===== config.mk =====
export PLATFORM = sky130hd
export DESIGN_NAME = osc_clock_select
export DESIGN_NICKNAME = d
export VERILOG_FILES = /design/src/pkg/osc_pkg.sv /design/src/rtl/pin_sync.sv /design/src/rtl/tick_counter.sv /design/src/rtl/osc_clock_select.sv
export VERILOG_INCLUDE_DIRS = /design/src /design/src/pkg
export SDC_FILE = /design/constraint.sdc
export NUM_CORES = 1
export LEC_CHECK = 0
export ABC_AREA = 1
export BUFFER_PORTS_ARGS = -buffer_cell sky130_fd_sc_hd__buf_2
export CAP_MARGIN = 20
export CORE_ASPECT_RATIO = 1.2
export CORE_MARGIN = 2
export CORE_UTILIZATION = 49
export DETAILED_ROUTE_END_ITERATION = 16
export PLACE_DENSITY = 0.76
export SLEW_MARGIN = 20
export SYNTH_ARGS = -nofsm -noshare
export SYNTH_HDL_FRONTEND = slang
export SYNTH_SLANG_ARGS = --single-unit

===== constraint.sdc =====
create_clock -name sys_clk -period 1.4 [get_ports sys_clk]
set_clock_uncertainty 0.05 [all_clocks]
set_input_delay 0.21 -clock sys_clk [delete_from_list [all_inputs] [get_ports sys_clk]]
set_output_delay 0.21 -clock sys_clk [all_outputs]
set_load 0.02 [all_outputs]

===== src/pkg/osc_defines.svh =====
/*
 Bit positions and reset values of the oscillator control bytes.
 Assumes inclusion by bare name from packages and modules.
*/
`ifndef OSC_DEFINES_SVH
`define OSC_DEFINES_SVH

// control byte 0
`define OSC_C0_DRIVE_BIT 1
`define OSC_C0_MSTOP_BIT 2
`define OSC_C0_SYSSEL_BIT 3
`define OSC_C0_PINEN_BIT 4
`define OSC_C0_RESET 8'h02

// control byte 1
`define OSC_C1_DIVSEL_BIT 0
`define OSC_C1_MEXT_BIT 1
`define OSC_C1_SEXT_BIT 2
`define OSC_C1_PRESC_BIT 7
`define OSC_C1_RESET 8'h00

// port function byte
`define OSC_PF_SUBOUT_BIT 1
`define OSC_PF_RESET 8'h00

// counter widths
`define OSC_MAIN_DIV_W 4
`define OSC_SUB_DIV_W 1
`define OSC_PRESC_W 5

`endif


===== src/pkg/osc_pkg.sv =====
/*
 Types for the dual oscillator clock select block.
 Assumes nothing beyond a SystemVerilog compiler.
*/
package osc_pkg;

   typedef enum logic [2:0] {
      SEL_MAIN_DIV2 = 3'b000,
      SEL_MAIN = 3'b001,
      SEL_SLOW16 = 3'b010,
      SEL_SLOW8 = 3'b011,
      SEL_SUB = 3'b100
   } clk_sel_t;

   typedef enum logic {
      ST_RUN = 1'b0,
      ST_PARK = 1'b1
   } sw_state_t;

   typedef struct packed {
      logic pin_en;
      logic sys_sel;
      logic main_stop;
      logic drive_high;
      logic div_sel;
      logic main_ext;
      logic sub_ext;
      logic sub_out_sel;
   } osc_ctrl_t;

   typedef struct packed {
      logic main_osc_enable;
      logic sub_osc_enable;
      logic subin_is_osc;
      logic subout_is_osc;
      logic sub_drive_high;
   } osc_pins_t;

   typedef struct packed {
      osc_ctrl_t ctrl;
      osc_pins_t pins;
      clk_sel_t active;
      sw_state_t state;
      logic sysclk;
      logic f2;
      logic subpin;
      logic subpin_oe_n;
   } osc_state_t;

endpackage


===== src/rtl/pin_sync.sv =====
/*
 Two-flop synchroniser for an oscillator pin with rising edge pulse.
 Assumes the pin is far slower than the sampling clock.
*/
`timescale 1ns/1ns
`default_nettype none

module pin_sync (
   // clock and reset
   input wire logic clk,
   input wire logic reset,
   // pin and results
   input wire logic pin_in,
   output logic level,
   output logic rise
);

   typedef struct packed {
      logic s1;
      logic s2;
      logic s3;
   } sync_st_t;

   sync_st_t q, d;

   always_comb begin
      d.s1 = pin_in;
      d.s2 = q.s1;
      d.s3 = q.s2;
   end

   always_ff @(posedge clk) begin
      if (reset) begin
         q <= '0;
      end else begin
         q <= d;
      end
   end

   assign level = q.s2;
   assign rise = q.s2 & ~q.s3;

endmodule // pin_sync

`default_nettype wire


===== src/rtl/tick_counter.sv =====
/*
 Free counter of tick pulses with clear and registered wrap pulse.
 Assumes tick and clr come from logic on the same clock.
*/
`timescale 1ns/1ns
`default_nettype none

module tick_counter #(
   parameter int WIDTH = 4
) (
   // clock and reset
   input wire logic clk,
   input wire logic reset,
   // control
   input wire logic clr,
   input wire logic tick,
   // results
   output logic [WIDTH-1:0] count,
   output logic wrap
);

   typedef struct packed {
      logic [WIDTH-1:0] cnt;
      logic wrap;
   } cnt_st_t;

   cnt_st_t q, d;

   always_comb begin
      d = q;
      d.wrap = 1'b0;
      if (clr) begin
         d.cnt = '0;
      end else if (tick) begin
         d.cnt = WIDTH'(q.cnt + 1'b1);
         d.wrap = &q.cnt;
      end
   end

   always_ff @(posedge clk) begin
      if (reset) begin
         q <= '0;
      end else begin
         q <= d;
      end
   end

   assign count = q.cnt;
   assign wrap = q.wrap;

endmodule // tick_counter

`default_nettype wire


===== src/rtl/osc_clock_select.sv =====
/*
 Clock source selection for a main and a sub oscillator: control bits,
 pin steering, divide chains, glitch-free switch of system clock and f2,
 divide-by-32 prescaler.
 Assumes oscillator levels arrive on pins far slower than sys_clk and
 that software honours the ordering of writes.
*/
`timescale 1ns/1ns
`default_nettype none

`include "osc_defines.svh"

// Notes on behaviour
// - reset: main oscillator only, sub pins GPIO
// - pin enable set starts sub oscillator
// - main external input stops main oscillator
// - sub external input keeps out pin GPIO
// - sub clock driven out when both selected
// - no sub: f2 main/2, main, /16, /8
// - sub selected: system sub, f2 sub/2
// - main system clock: divide bit picks f2
// - pin enable sticky until reset
// - pin enable and select not together
// - stop and drive writes need pin enable
// - main stop halts, clear restarts main
// - select bit switches system clock source
// - drive strength resets high, software lowers
// - pin enable resets to zero
// - dummy write bit 7 clears prescaler
module osc_clock_select
   import osc_pkg::*;
(
   // clock and reset
   input wire logic sys_clk,
   input wire logic reset,
   // control writes
   input wire logic ctrl0_wr,
   input wire logic ctrl1_wr,
   input wire logic port_func_wr,
   input wire logic [7:0] wr_data,
   // control readback
   output logic [7:0] ctrl0_rd,
   output logic [7:0] ctrl1_rd,
   output logic [7:0] port_func_rd,
   // oscillator pins
   input wire logic main_osc_in,
   input wire logic sub_osc_in,
   output var osc_pins_t pins,
   // shared sub clock output pin
   input wire logic port_pin_data,
   input wire logic port_pin_dir,
   output logic subclk_output_pin,
   output logic subclk_output_pin_oe_n,
   // derived clocks
   output logic sysclk_out,
   output logic f2_out,
   output logic fc32_tick
);

   localparam logic [7:0] C0R = `OSC_C0_RESET;
   localparam logic [7:0] C1R = `OSC_C1_RESET;
   localparam logic [7:0] PFR = `OSC_PF_RESET;

   localparam osc_state_t ST_RESET = '{
      ctrl: '{
         pin_en: C0R[`OSC_C0_PINEN_BIT],
         sys_sel: C0R[`OSC_C0_SYSSEL_BIT],
         main_stop: C0R[`OSC_C0_MSTOP_BIT],
         drive_high: C0R[`OSC_C0_DRIVE_BIT],
         div_sel: C1R[`OSC_C1_DIVSEL_BIT],
         main_ext: C1R[`OSC_C1_MEXT_BIT],
         sub_ext: C1R[`OSC_C1_SEXT_BIT],
         sub_out_sel: PFR[`OSC_PF_SUBOUT_BIT]
      },
      pins: '{
         main_osc_enable: 1'b1,
         sub_osc_enable: 1'b0,
         subin_is_osc: 1'b0,
         subout_is_osc: 1'b0,
         sub_drive_high: C0R[`OSC_C0_DRIVE_BIT]
      },
      active: SEL_MAIN_DIV2,
      state: ST_RUN,
      sysclk: 1'b0,
      f2: 1'b0,
      subpin: 1'b0,
      subpin_oe_n: 1'b1
   };

   osc_state_t q, d;
   logic main_lvl;
   logic main_rise;
   logic sub_lvl;
   logic sub_rise;
   logic [`OSC_MAIN_DIV_W-1:0] main_cnt;
   logic [`OSC_SUB_DIV_W-1:0] sub_cnt;
   logic [`OSC_PRESC_W-1:0] presc_cnt;
   logic main_tick;
   logic sub_tick;
   logic presc_tick;
   logic presc_clr;
   clk_sel_t req;
   logic [1:0] lv_act;
   logic [1:0] lv_req;

   // oscillator pins into the clock domain
   pin_sync u_main_sync (
      .clk(sys_clk),
      .reset(reset),
      .pin_in(main_osc_in),
      .level(main_lvl),
      .rise(main_rise)
   );
   pin_sync u_sub_sync (
      .clk(sys_clk),
      .reset(reset),
      .pin_in(sub_osc_in),
      .level(sub_lvl),
      .rise(sub_rise)
   );

   // divide chains
   assign main_tick = main_rise & ~q.ctrl.main_stop;
   assign sub_tick = sub_rise & q.ctrl.pin_en;
   assign presc_tick = q.ctrl.pin_en ? sub_rise : main_tick;
   assign presc_clr = ctrl1_wr & wr_data[`OSC_C1_PRESC_BIT];

   tick_counter #(.WIDTH(`OSC_MAIN_DIV_W)) u_main_div (
      .clk(sys_clk),
      .reset(reset),
      .clr(1'b0),
      .tick(main_tick),
      .count(main_cnt),
      .wrap()
   );
   tick_counter #(.WIDTH(`OSC_SUB_DIV_W)) u_sub_div (
      .clk(sys_clk),
      .reset(reset),
      .clr(~q.ctrl.pin_en),
      .tick(sub_tick),
      .count(sub_cnt),
      .wrap()
   );
   tick_counter #(.WIDTH(`OSC_PRESC_W)) u_presc (
      .clk(sys_clk),
      .reset(reset),
      .clr(presc_clr),
      .tick(presc_tick),
      .count(presc_cnt),
      .wrap(fc32_tick)
   );

   // levels {system clock, f2} for one selection
   function automatic logic [1:0] src_levels(
      input clk_sel_t sel,
      input logic m,
      input logic [`OSC_MAIN_DIV_W-1:0] mc,
      input logic s,
      input logic sc
   );
      logic [1:0] r;
      r = 2'b00;
      case (sel)
         SEL_MAIN_DIV2: r = {m, mc[0]};
         SEL_MAIN: r = {m, m};
         SEL_SLOW16: r = {mc[2], mc[3]};
         SEL_SLOW8: r = {mc[2], mc[2]};
         SEL_SUB: r = {s, sc};
         default: r = 2'b00;
      endcase
      return r;
   endfunction

   // requested source from the control bits
   always_comb begin
      if (q.ctrl.pin_en && q.ctrl.sys_sel) begin
         req = SEL_SUB;
      end else if (q.ctrl.sys_sel) begin
         req = q.ctrl.div_sel ? SEL_SLOW8 : SEL_SLOW16;
      end else begin
         req = q.ctrl.div_sel ? SEL_MAIN : SEL_MAIN_DIV2;
      end
   end

   assign lv_act = src_levels(q.active, main_lvl, main_cnt, sub_lvl, sub_cnt[0]);
   assign lv_req = src_levels(req, main_lvl, main_cnt, sub_lvl, sub_cnt[0]);

   always_comb begin
      d = q;
      // control byte 0
      if (ctrl0_wr) begin
         d.ctrl.pin_en = q.ctrl.pin_en | wr_data[`OSC_C0_PINEN_BIT];
         if (!(wr_data[`OSC_C0_PINEN_BIT] && wr_data[`OSC_C0_SYSSEL_BIT]
               && !q.ctrl.pin_en)) begin
            d.ctrl.sys_sel = wr_data[`OSC_C0_SYSSEL_BIT];
         end
         if (q.ctrl.pin_en) begin
            d.ctrl.main_stop = wr_data[`OSC_C0_MSTOP_BIT];
            d.ctrl.drive_high = wr_data[`OSC_C0_DRIVE_BIT];
         end
      end
      // control byte 1, prescaler bit is write only
      if (ctrl1_wr) begin
         d.ctrl.div_sel = wr_data[`OSC_C1_DIVSEL_BIT];
         d.ctrl.main_ext = wr_data[`OSC_C1_MEXT_BIT];
         d.ctrl.sub_ext = wr_data[`OSC_C1_SEXT_BIT];
      end
      if (port_func_wr) begin
         d.ctrl.sub_out_sel = wr_data[`OSC_PF_SUBOUT_BIT];
      end
      // pin steering follows the new control value
      d.pins.main_osc_enable = ~d.ctrl.main_ext & ~d.ctrl.main_stop;
      d.pins.sub_osc_enable = d.ctrl.pin_en & ~d.ctrl.sub_ext;
      d.pins.subin_is_osc = d.ctrl.pin_en;
      d.pins.subout_is_osc = d.ctrl.pin_en & ~d.ctrl.sub_ext;
      d.pins.sub_drive_high = d.ctrl.drive_high;
      if (d.ctrl.pin_en && d.ctrl.sub_out_sel) begin
         d.subpin = sub_lvl;
         d.subpin_oe_n = 1'b0;
      end else begin
         d.subpin = port_pin_data;
         d.subpin_oe_n = ~port_pin_dir;
      end
      // switch: park both outputs low, adopt new source at its low phase
      case (q.state)
         ST_RUN: begin
            if (req != q.active && !q.sysclk && !q.f2) begin
               d.state = ST_PARK;
            end else if (req == q.active || q.sysclk || q.f2) begin
               d.sysclk = (req != q.active) ? (q.sysclk & lv_act[1]) : lv_act[1];
               d.f2 = (req != q.active) ? (q.f2 & lv_act[0]) : lv_act[0];
            end
         end
         ST_PARK: begin
            d.sysclk = 1'b0;
            d.f2 = 1'b0;
            if (lv_req == 2'b00) begin
               d.active = req;
               d.state = ST_RUN;
            end
         end
         default: begin
            d.state = ST_RUN;
         end
      endcase
   end

   always_ff @(posedge sys_clk) begin
      if (reset) begin
         q <= ST_RESET;
      end else begin
         q <= d;
      end
   end

   // outputs
   assign pins = q.pins;
   assign subclk_output_pin = q.subpin;
   assign subclk_output_pin_oe_n = q.subpin_oe_n;
   assign sysclk_out = q.sysclk;
   assign f2_out = q.f2;

   always_comb begin
      ctrl0_rd = 8'h00;
      ctrl0_rd[`OSC_C0_PINEN_BIT] = q.ctrl.pin_en;
      ctrl0_rd[`OSC_C0_SYSSEL_BIT] = q.ctrl.sys_sel;
      ctrl0_rd[`OSC_C0_MSTOP_BIT] = q.ctrl.main_stop;
      ctrl0_rd[`OSC_C0_DRIVE_BIT] = q.ctrl.drive_high;
      ctrl1_rd = 8'h00;
      ctrl1_rd[`OSC_C1_DIVSEL_BIT] = q.ctrl.div_sel;
      ctrl1_rd[`OSC_C1_MEXT_BIT] = q.ctrl.main_ext;
      ctrl1_rd[`OSC_C1_SEXT_BIT] = q.ctrl.sub_ext;
      port_func_rd = 8'h00;
      port_func_rd[`OSC_PF_SUBOUT_BIT] = q.ctrl.sub_out_sel;
   end
endmodule // osc_clock_select

`default_nettype wire


After elaboration in Yosys (flattened, before gate mapping)
Index checks and enable logic that the tools add are counted.
{"block": "totals", "reg_bits": 35, "latchBits": 0, "ram_bits": 0, "rom_bits": 0, "wordCells": 104, "n_memories": 0}
{"block": "op_classes", "n_addsub": 3, "n_mul": 0, "n_div": 0, "magnitude_cmp": 0, "n_eq_ne": 12, "shift": 0, "muxes": 20, "n_bitwise": 21, "reduce_logical": 22}
{"operator": "$pmux W2 S5", "count": 2}
{"operator": "$eq A3 B2 Y1 const B", "count": 4}
{"operator": "$mux W2", "count": 6}
{"operator": "$not A1 Y1", "count": 11}
{"operator": "$and A1 B1 Y1", "count": 9}
{"operator": "$mux W1", "count": 9}
{"operator": "$reduce_and A2 Y1", "count": 4}
{"operator": "$eq A3 B1 Y1 const B", "count": 2}
{"operator": "$eq A3 B3 Y1 const B", "count": 2}
{"operator": "$logic_and A1 B1 Y1", "count": 6}
{"operator": "$logic_not A3 Y1", "count": 2}
{"operator": "$pmux W3 S2", "count": 1}
{"operator": "$add A5 B1 Y5 const B", "count": 1}
{"operator": "$reduce_and A5 Y1", "count": 1}
{"operator": "$add A4 B1 Y4 const B", "count": 1}
{"operator": "$mux W4", "count": 1}
{"operator": "$ne A2 B2 Y1 const B", "count": 2}
{"operator": "$reduce_or A2 Y1", "count": 2}
{"operator": "$eq A3 B3 Y1", "count": 1}
{"operator": "$logic_not A1 Y1", "count": 3}
{"operator": "$mux W3", "count": 1}
{"operator": "$ne A3 B3 Y1", "count": 1}
{"operator": "$reduce_or A3 Y1", "count": 1}
{"operator": "$logic_not A2 Y1", "count": 1}
{"operator": "other kinds (3)", "count": 4}

Longest topological paths before layout
Gate-level depths: netlist of run 1.
{"block": "logic_depth", "depth_word": 9, "ltp_mapped": 8, "ltp_nobuf": 8}

Cells and area by module
A second synthesis of run 1 with hierarchy kept.
{"block": "unflattened", "cells_unflattened": 245, "hier_area_um2": 1824.2}
{"mod": "osc_clock_select", "instances": 1, "cells_each": 158, "area_per_inst_um2": 1106.1}
{"mod": "tick_counter at u_presc", "instances": 1, "cells_each": 34, "area_per_inst_um2": 277.8}
{"mod": "tick_counter at u_main_div", "instances": 1, "cells_each": 25, "area_per_inst_um2": 196.4}
{"mod": "pin_sync", "instances": 2, "cells_each": 10, "area_per_inst_um2": 86.3}
{"mod": "tick_counter at u_sub_div", "instances": 1, "cells_each": 8, "area_per_inst_um2": 71.3}

Least setup slack after synthesis of run 1
OpenSTA, ideal clock, no wires.
{"block": "synth_path", "kind": "register to register", "from": "register pins[2] (netlist name)", "to": "register u_presc.q, in the netlist u_presc.count[4]", "setup_time_ps": 116, "t_arrival_ps": 1014, "required_ps": 1234, "path_slack_ps": 220, "path_stages_with_launch": 8, "n_path_buf": 0, "synth_period_minus_slack_ps": 1180, "path_cell_list": "dfxtp_1 inv_2 nor2_1 nand2_2 o21ai_4 inv_2 nor2_1 nor2_1"}
{"element": "end signal: assignment", "line": "tick_counter.sv:42", "source": "q <= '0;"}
{"element": "end signal: assignment", "line": "tick_counter.sv:44", "source": "q <= d;"}
{"element": "end: declaration", "line": "tick_counter.sv:27", "source": "cnt_st_t q, d;"}

Worst setup path in the final report of run 1
{"block": "layout_path", "from": "register u_main_sync.q, in the netlist u_main_sync.level", "to": "register u_presc.q, in the netlist u_presc.count[4]"}
{"block": "layout_between", "elab_chain_len": 3}
{"element": "start: declaration", "line": "pin_sync.sv:24", "source": "sync_st_t q, d;"}
{"element": "start signal: assignment", "line": "pin_sync.sv:34", "source": "q <= '0;"}
{"element": "start signal: assignment", "line": "pin_sync.sv:36", "source": "q <= d;"}
{"element": "$and A1 B1 Y1", "line": "pin_sync.sv:41", "source": "assign rise = q.s2 & ~q.s3;"}
{"element": "$and A1 B1 Y1", "line": "osc_clock_select.sv:123", "source": "assign main_tick = main_rise & ~q.ctrl.main_stop;"}
{"element": "$mux W1", "line": "osc_clock_select.sv:125", "source": "assign presc_tick = q.ctrl.pin_en ? sub_rise : main_tick;"}
Every way passes these cells.
A chain may end at the register's enable or synchronous reset.

==> results of run 1 <==
## cells by family after synthesis
group | after synthesis
adder cells (fa/ha/maj) | 3
flip-flops | 35
AND/OR/NAND/NOR | 96
multiplexers | 2
buffers and inverters | 66
other | 1
XOR/XNOR | 2
AO/OA/AOI/OAI | 33
## cells in the mapped netlist, drive strengths merged (2+ instances only)
cell | count | area (um^2)
a21oi | 13 | 65.06
buf | 31 | 227.7
dfxtp | 35 | 700.7
ha | 3 | 37.54
inv | 33 | 123.9
mux2i | 2 | 20.02
nand2 | 46 | 187.7
nand3 | 12 | 77.58
nor2 | 35 | 131.4
nor3 | 3 | 15.01
o211ai | 2 | 15.01
o21ai | 15 | 86.33
xor2 | 2 | 17.52
## cell type report
cell class / instances / area share, %
Clock buffer: 6 / 3.839
Clock inverter: 2 / 0.6618
Inverter: 34 / 6.817
Multi-Input combinational cell: 152 / 39.05
Sequential cell: 35 / 37.13
Tap cell: 37 / 2.449
Timing Repair Buffer: 36 / 10.06
## critical path, cell delays in order (launching register included)
cell and delay [ns]:
dfxtp_2 0.34, inv_1 0.05, nor2_1 0.11, nand2_2 0.12
o21ai_4 0.24, inv_2 0.10, nor2_1 0.09, nor2_1 0.05
## stage by stage
stage | instances | area, um^2
2_1_floorplan | 253 | 1797
3_3_place_gp | 294 | 1802
3_5_place_dp | 294 | 1802
4_1_cts | 302 | 1887
5_1_grt | 302 | 1891
6_report | 302 | 1891
## report_power, final
group	internal, mW	switching, mW
Clock	0.347	0.361
Sequential	1.06	0.0454
Combinational	0.135	0.276
## state kept, by name, summed over array words and instances (netlist names), 2 cells and up
signal / flops
pins: 4
ctrl0_rd: 2
u_presc.count: 5
u_main_div.count: 4
ctrl1_rd: 3
q: 4
## final timing paths
kind	slack, ns	endpoint	start
max	0.15	u_presc.count[4]	u_main_sync.level
min	0.07	subclk_output_pin_oe_n	port_pin_dir
max reg2reg	0.15	u_presc.count[4]	u_main_sync.level
min reg2reg	0.35	u_sub_sync.level	u_sub_sync.d[1]
## layout by cell type (no fill, tap or decap), types with 2 or more instances in the layout
master,count
buf_2,32
o21ai_0,13
nor3_1,3
clkbuf_8,5
clkinv_2,2
nor2_1,35
mux2i_1,2
a21oi_1,13
o211ai_1,2
conb_1,16
inv_2,3
buf_4,4
nand3_1,10
xor2_1,2
inv_1,30
ha_1,3
nand2_1,39
dfxtp_1,34
nand2_2,7
## metal layers
metal	vias to the layer above	wire [um]	global-route usage, %
li1	747	-	-
met1	615	1359	18.13
met2	35	1554	28.84
met3	6	190	5.784
met4	0	61	7.494
met5	-	0	0
## timing repair
item | 4_1_cts | 5_1_grt
setup endpoints to repair | 0 | 2
resized for setup | 0 | 2
hold buffers | 0 | 0
==> results by group, run 1 <==
Status
  • Outcome: finished clean

STA
  • Hold slack: around 0.065 ns
  • RSZ-0062 raised after global routing: no
  • Max Freq: about 0.8 GHz
  • TNS Setup: 0 ns
  • Max Slew Vio Count: 0
  • Period Utilization, post-route: 89.62%
  • Final Hold Viols: 0
  • Finish-stage setup viols: 0
  • Final worst-path setup slack: around 0.15 ns
  • Final min period: around 1.3 ns

Placed design
  • Dpl ws: approximately 0.15 ns
  • Port Buffers: 32
  • Post-DP HPWL: 2289 um
  • Routability cong.: roughly 0.8

Floorplan
  • Width of the die: 58.41 um
  • Rows: 23
  • Die Span Y: between 60 and 70 um
  • Initial Util: 51.69%
  • Core area: between 3000 and 4000 um^2
  • I/O pin cnt: 51
  • Total die area: 4047 um^2

Clock network
  • Clock Sinks: 35
  • Post-CTS Setup Bufs: 0
  • Skew-Pair Late Insertion Delay: 0.29 ns
  • Root Driver: clkbuf_8
  • H-tree lvl count: 2
  • Inserted Clock Buffers: 5
  • Maximum root-to-sink buffer count: 2
  • CTS tree: done
  • Clk slew on worst S/H paths: about 0.070 ns

Global routing
  • First-pass GRT wire length: 5188 um
  • Grt total ovfl: 0
  • All-Layer GR Usage: between 10% and 20%
  • Largest net degree at the start of global routing: 18
  • Vias in the first global route: ~1,300
  • Initial antenna violation count: 0

Logic synthesis
  • Total number of yosys warnings: 0
  • Synth Area in Compound Gates: a little over a tenth
  • FFs w/ async S/R, synth: 0%
  • Syn Inst Count: between 200 and 250
  • Seq/Total Area, Yosys: between 40% and 50%
  • Synth Cell Area: 1740 um^2
  • Synthesized flop and latch total: 35
  • Post-Synth Adder-Cell Area: 2.157%
  • Post-synthesis simple-gate area fraction: between 20% and 30%
  • Avg Inst Size Synth: 7.313 um^2
  • XOR/XNOR Fraction of Synth Area: between 1 and 1.5%
  • Proportion of synthesized area in mux cells: 1.150%
  • Post-synth EDFFs: 0
  • Top FF cell, synth: dfxtp_1
  • Synth cell types: 26
  • Largest family of logic cells by synthesized area: simple AND/OR/NAND/NOR gates

Cells and area
  • Post-layout util: a little under three fifths
  • # fillers: 320
  • Multi-input gate area: 738.2 um^2
  • Layout overhead on the synthesized area: 8.627%
  • Storage cell area: 701.9 um^2
  • Ant diodes: 0
  • Share of layout cells above drive strength 1: between 20% and 30%
  • Nets@finish: ~280

Detailed routing
  • WL/cell: 10.48 um
  • Detailed-route DRC error count: 0
  • Drt initial violations: 25
  • Routed wire length: 3165 um
  • Vias per cell: 4.646
  • ANT nets after route: 0
  • TritonRoute pass-1 iters: 4
  • Vias: approximately 1,400

Power
  • Power Density: around 1200 nW/um^2
  • Pwr Total: 2.221 mW
  • Leak: roughly 0.95 nW
  • Peak supply drop: roughly 1.1 mV

Worst setup path
  • Worst setup SP type: flop
  • Register-to-Register Path Depth: 7
  • CP Max Fanout: 6
  • CP Class: flop to flop
  • Critical Path RT: between 1.5 and 2 ns
  • WP data arrival: about 1.4 ns
  • Setup crit end kind: flop

Hold path
  • Min-Delay Path Class: input port to flop
  • Hold path cells: 2

Flow run
  • Max-cap violations: 0
(Power assumes the default switching activity.)
==> run 2: changes to the inputs <==
--- a/config.mk
+++ b/config.mk
@@ -13,7 +13,7 @@
 export CORE_MARGIN = 2
 export CORE_UTILIZATION = 49
 export DETAILED_ROUTE_END_ITERATION = 16
-export PLACE_DENSITY = 0.76
+export PLACE_DENSITY = 0.85
 export SLEW_MARGIN = 20
 export SYNTH_ARGS = -nofsm -noshare
 export SYNTH_HDL_FRONTEND = slang
==> run 2 against run 1 <==
Against the previous run:
- wire length up 1.6%
- critical path depth is the same
- cell area increased by 1.7%
- worst setup slack lost 0.034 ns
- first-iteration DRC count is 4.0% lower
- clock-buffer cell count unchanged
- maximum frequency shrank 2.6%
- register-to-register slack got worse by 0.03 ns
- power increased by 11%
- flip-flop and latch count unchanged
==> results by group, run 2 (synthesis results as in run 1) <==
Hold path
  • Min-Delay Path Class: input port to flop
  • Min-delay src: port_pin_dir

Detailed routing
  • Met3 wire length: 161 um (-15%)
  • Vias: 1,444 (+2.9%)
  • Drt initial violations: 24 (-4.0%)
  • TritonRoute pass-1 iters: 4 (unchanged)
  • Vias per cell: 4.781 (+2.9%)
  • Routed wire length: 3216 um (+1.6%)
  • ANT nets after route: 0 (unchanged)
  • Highest metal used: met4
  • WL/cell: 10.65 um (+1.6%)
  • Detailed-route DRC error count: 0 (unchanged)
  • WL met2: 1696 um (+9.1%)
  • Met1 Wirelength: 1331 um (-2.1%)

STA
  • TNS Setup: 0 ns (unchanged)
  • Final worst-path setup slack: 0.1116 ns (-0.03372 ns)
  • Final min period: 1.288 ns (+0.03372 ns)
  • Max Freq: 0.7762 GHz (-2.6%)
  • Final Hold Viols: 0 (unchanged)
  • Finish-stage setup viols: 0 (unchanged)
  • Period Utilization, post-route: 92.03% (+2.4 points)
  • Hold slack: 0.06475 ns (-0.0004881 ns)
  • RSZ-0062 raised after global routing: no
  • Max Slew Vio Count: 0 (unchanged)

Power
  • Leak: 0.9730 nW (+2.1%)
  • Peak supply drop: 0.7512 mV (-29%)
  • Gate power share: 16.9% (-1.6 points)
  • Clk pwr share: 38.2% (+6.3 points)
  • Internal power of the cells: 1.767 mW (+15%)
  • Flop pwr share: 44.9% (-4.7 points)
  • Power Density: 1279 nW/um^2 (+8.9%)
  • NetSw: 0.6916 mW (+1.3%)
  • Sw frac: 28.13% (-2.6 points)

Flow run
  • Max-cap violations: 0 (unchanged)

Placed design
  • Dpl ws: 0.1052 ns (-0.04664 ns)
  • Placed cells: 293 (-0.34%)
  • Post-DP HPWL: 2400 um (+4.9%)
  • Routability cong.: 0.8590 (+9.8%)
  • Port Buffers: 32 (unchanged)
  • Cell Area, Placed: 1794 um^2 (-0.42%)

Floorplan
  • Rows: 23 (unchanged)
  • Width of the die: 58.41 um (unchanged)
  • Total die area: 4047 um^2 (unchanged)
  • Core area: 3367 um^2 (unchanged)
  • Initial Util: 51.69% (unchanged)
  • Die Span Y: 69.29 um (unchanged)
  • I/O pin cnt: 51 (unchanged)

Global routing
  • Grt total ovfl: 0 (unchanged)
  • Largest net degree at the start of global routing: 13 (-5)
  • All-Layer GR Usage: 16.64% (-0.20 points)
  • First-pass GRT wire length: 5319 um (+2.5%)
  • Initial antenna violation count: 0 (unchanged)
  • Vias in the first global route: 1,300 (+2.9%)

Clock network
  • Root Driver: clkbuf_8
  • Skew-Pair Late Insertion Delay: 0.29 ns (about the same)
  • Clock Sinks: 35 (unchanged)
  • Clk slew on worst S/H paths: 0.07 ns (about the same)
  • Inserted Clock Buffers: 5 (unchanged)
  • # hold bufs at CTS: 0 (unchanged)
  • H-tree lvl count: 2 (unchanged)
  • CTS tree: done
  • Maximum root-to-sink buffer count: 2 (unchanged)

Worst setup path
  • CP Class: flop to flop
  • CP Max Fanout: 6 (unchanged)
  • Critical Path RT: 1.53 ns (about the same)
  • FF-to-FF setup slack: 0.11 ns (-0.03 ns)
  • RR Startpoint: pins[2]
  • Worst setup SP type: flop
  • WP data arrival: 1.42 ns (+0.03 ns)
  • Setup crit end kind: flop
  • Setup crit start: pins[2]

Cells and area
  • Post-route cell area: 1922 um^2 (+1.7%)
  • Share of layout cells above drive strength 1: 21.89% (unchanged)
  • # fillers: 335 (+4.7%)
  • Nets@finish: 284 (unchanged)
  • Storage cell area: 700.7 um^2 (-0.18%)
  • Multi-input gate area: 738.2 um^2 (unchanged)
  • Max FFs per register: 5 (unchanged)
  • Ant diodes: 0 (unchanged)
  • Highest-count cells in the layout ignoring fill and taps: nand2_1, nor2_1, dfxtp_1, buf_2, inv_1
  • Layout overhead on the synthesized area: 10.42%
  • Most common cell after layout, fill and taps aside: nand2_1
  • Fin cells: 302 (unchanged)

Status
  • Outcome: finished clean
[run 2: changes by cell type in the layout (fill, tap and decap cells not counted), sizes merged]
cell / delta
bufinv: +1
clkinvlp: -1
[run 2: final timing paths]
kind	endpoint	depth (start not counted)
worst max-delay path	u_presc.count[4]	7
worst min-delay path	subclk_output_pin_oe_n	2
worst max register to register	u_presc.count[4]	7
worst min register to register	u_main_sync.level	2
[run 2: routing by layer]
layer / global-route usage (%) / vias to the layer above
met5: 0 / -
met4: 6.202 / 0
met3: 5.037 / 4
met2: 28.34 / 35
met1: 19.02 / 660
li1: - / 745
[run 2: power groups by stage]
stage | Combinational (mW) | Clock, mW | Sequential (mW)
finish | 0.415 | 0.940 | 1.10
global route | 0.470 | 0.991 | 1.11
CTS | 0.414 | 0.954 | 1.10
detailed placement | 0.411 | 0 | 1.13
global placement | 0.402 | 0 | 1.12
floorplan | 0.367 | 0 | 1.12
[run 2: critical path, stage by stage (launching register included)]
cell and delay [ns]:
dfxtp_1 0.44, inv_2 0.09, nor2_1 0.14, nand2_2 0.11
o21ai_4 0.11, inv_2 0.10, nor2_1 0.10, nor2_1 0.05
[run 2: layout make-up]
class                   instances  share of cell area, %
flip-flops and latches         35                  36.46
inverters                      34                  6.706
clock inverters                 2                  1.823
repair buffers                 36                  9.896
well taps                      37                  2.409
clock buffers                   6                  4.297
multi-input cells             152                  38.41
[run 2: repair_timing]
| action | 4_1_cts | 5_1_grt |
|---|---|---|
| resized for setup | 0 | 1 |
| setup endpoints to repair | 0 | 5 |
| setup buffers | 0 | 1 |
[run 2: through the flow]
step | power (mW) | utilization, %
floorplan | 1.491 | -
global placement | 1.526 | 53.29
detailed placement | 1.537 | 53.29
CTS | 2.471 | 56.78
global route | 2.571 | 57.08
finish | 2.459 | 57.08
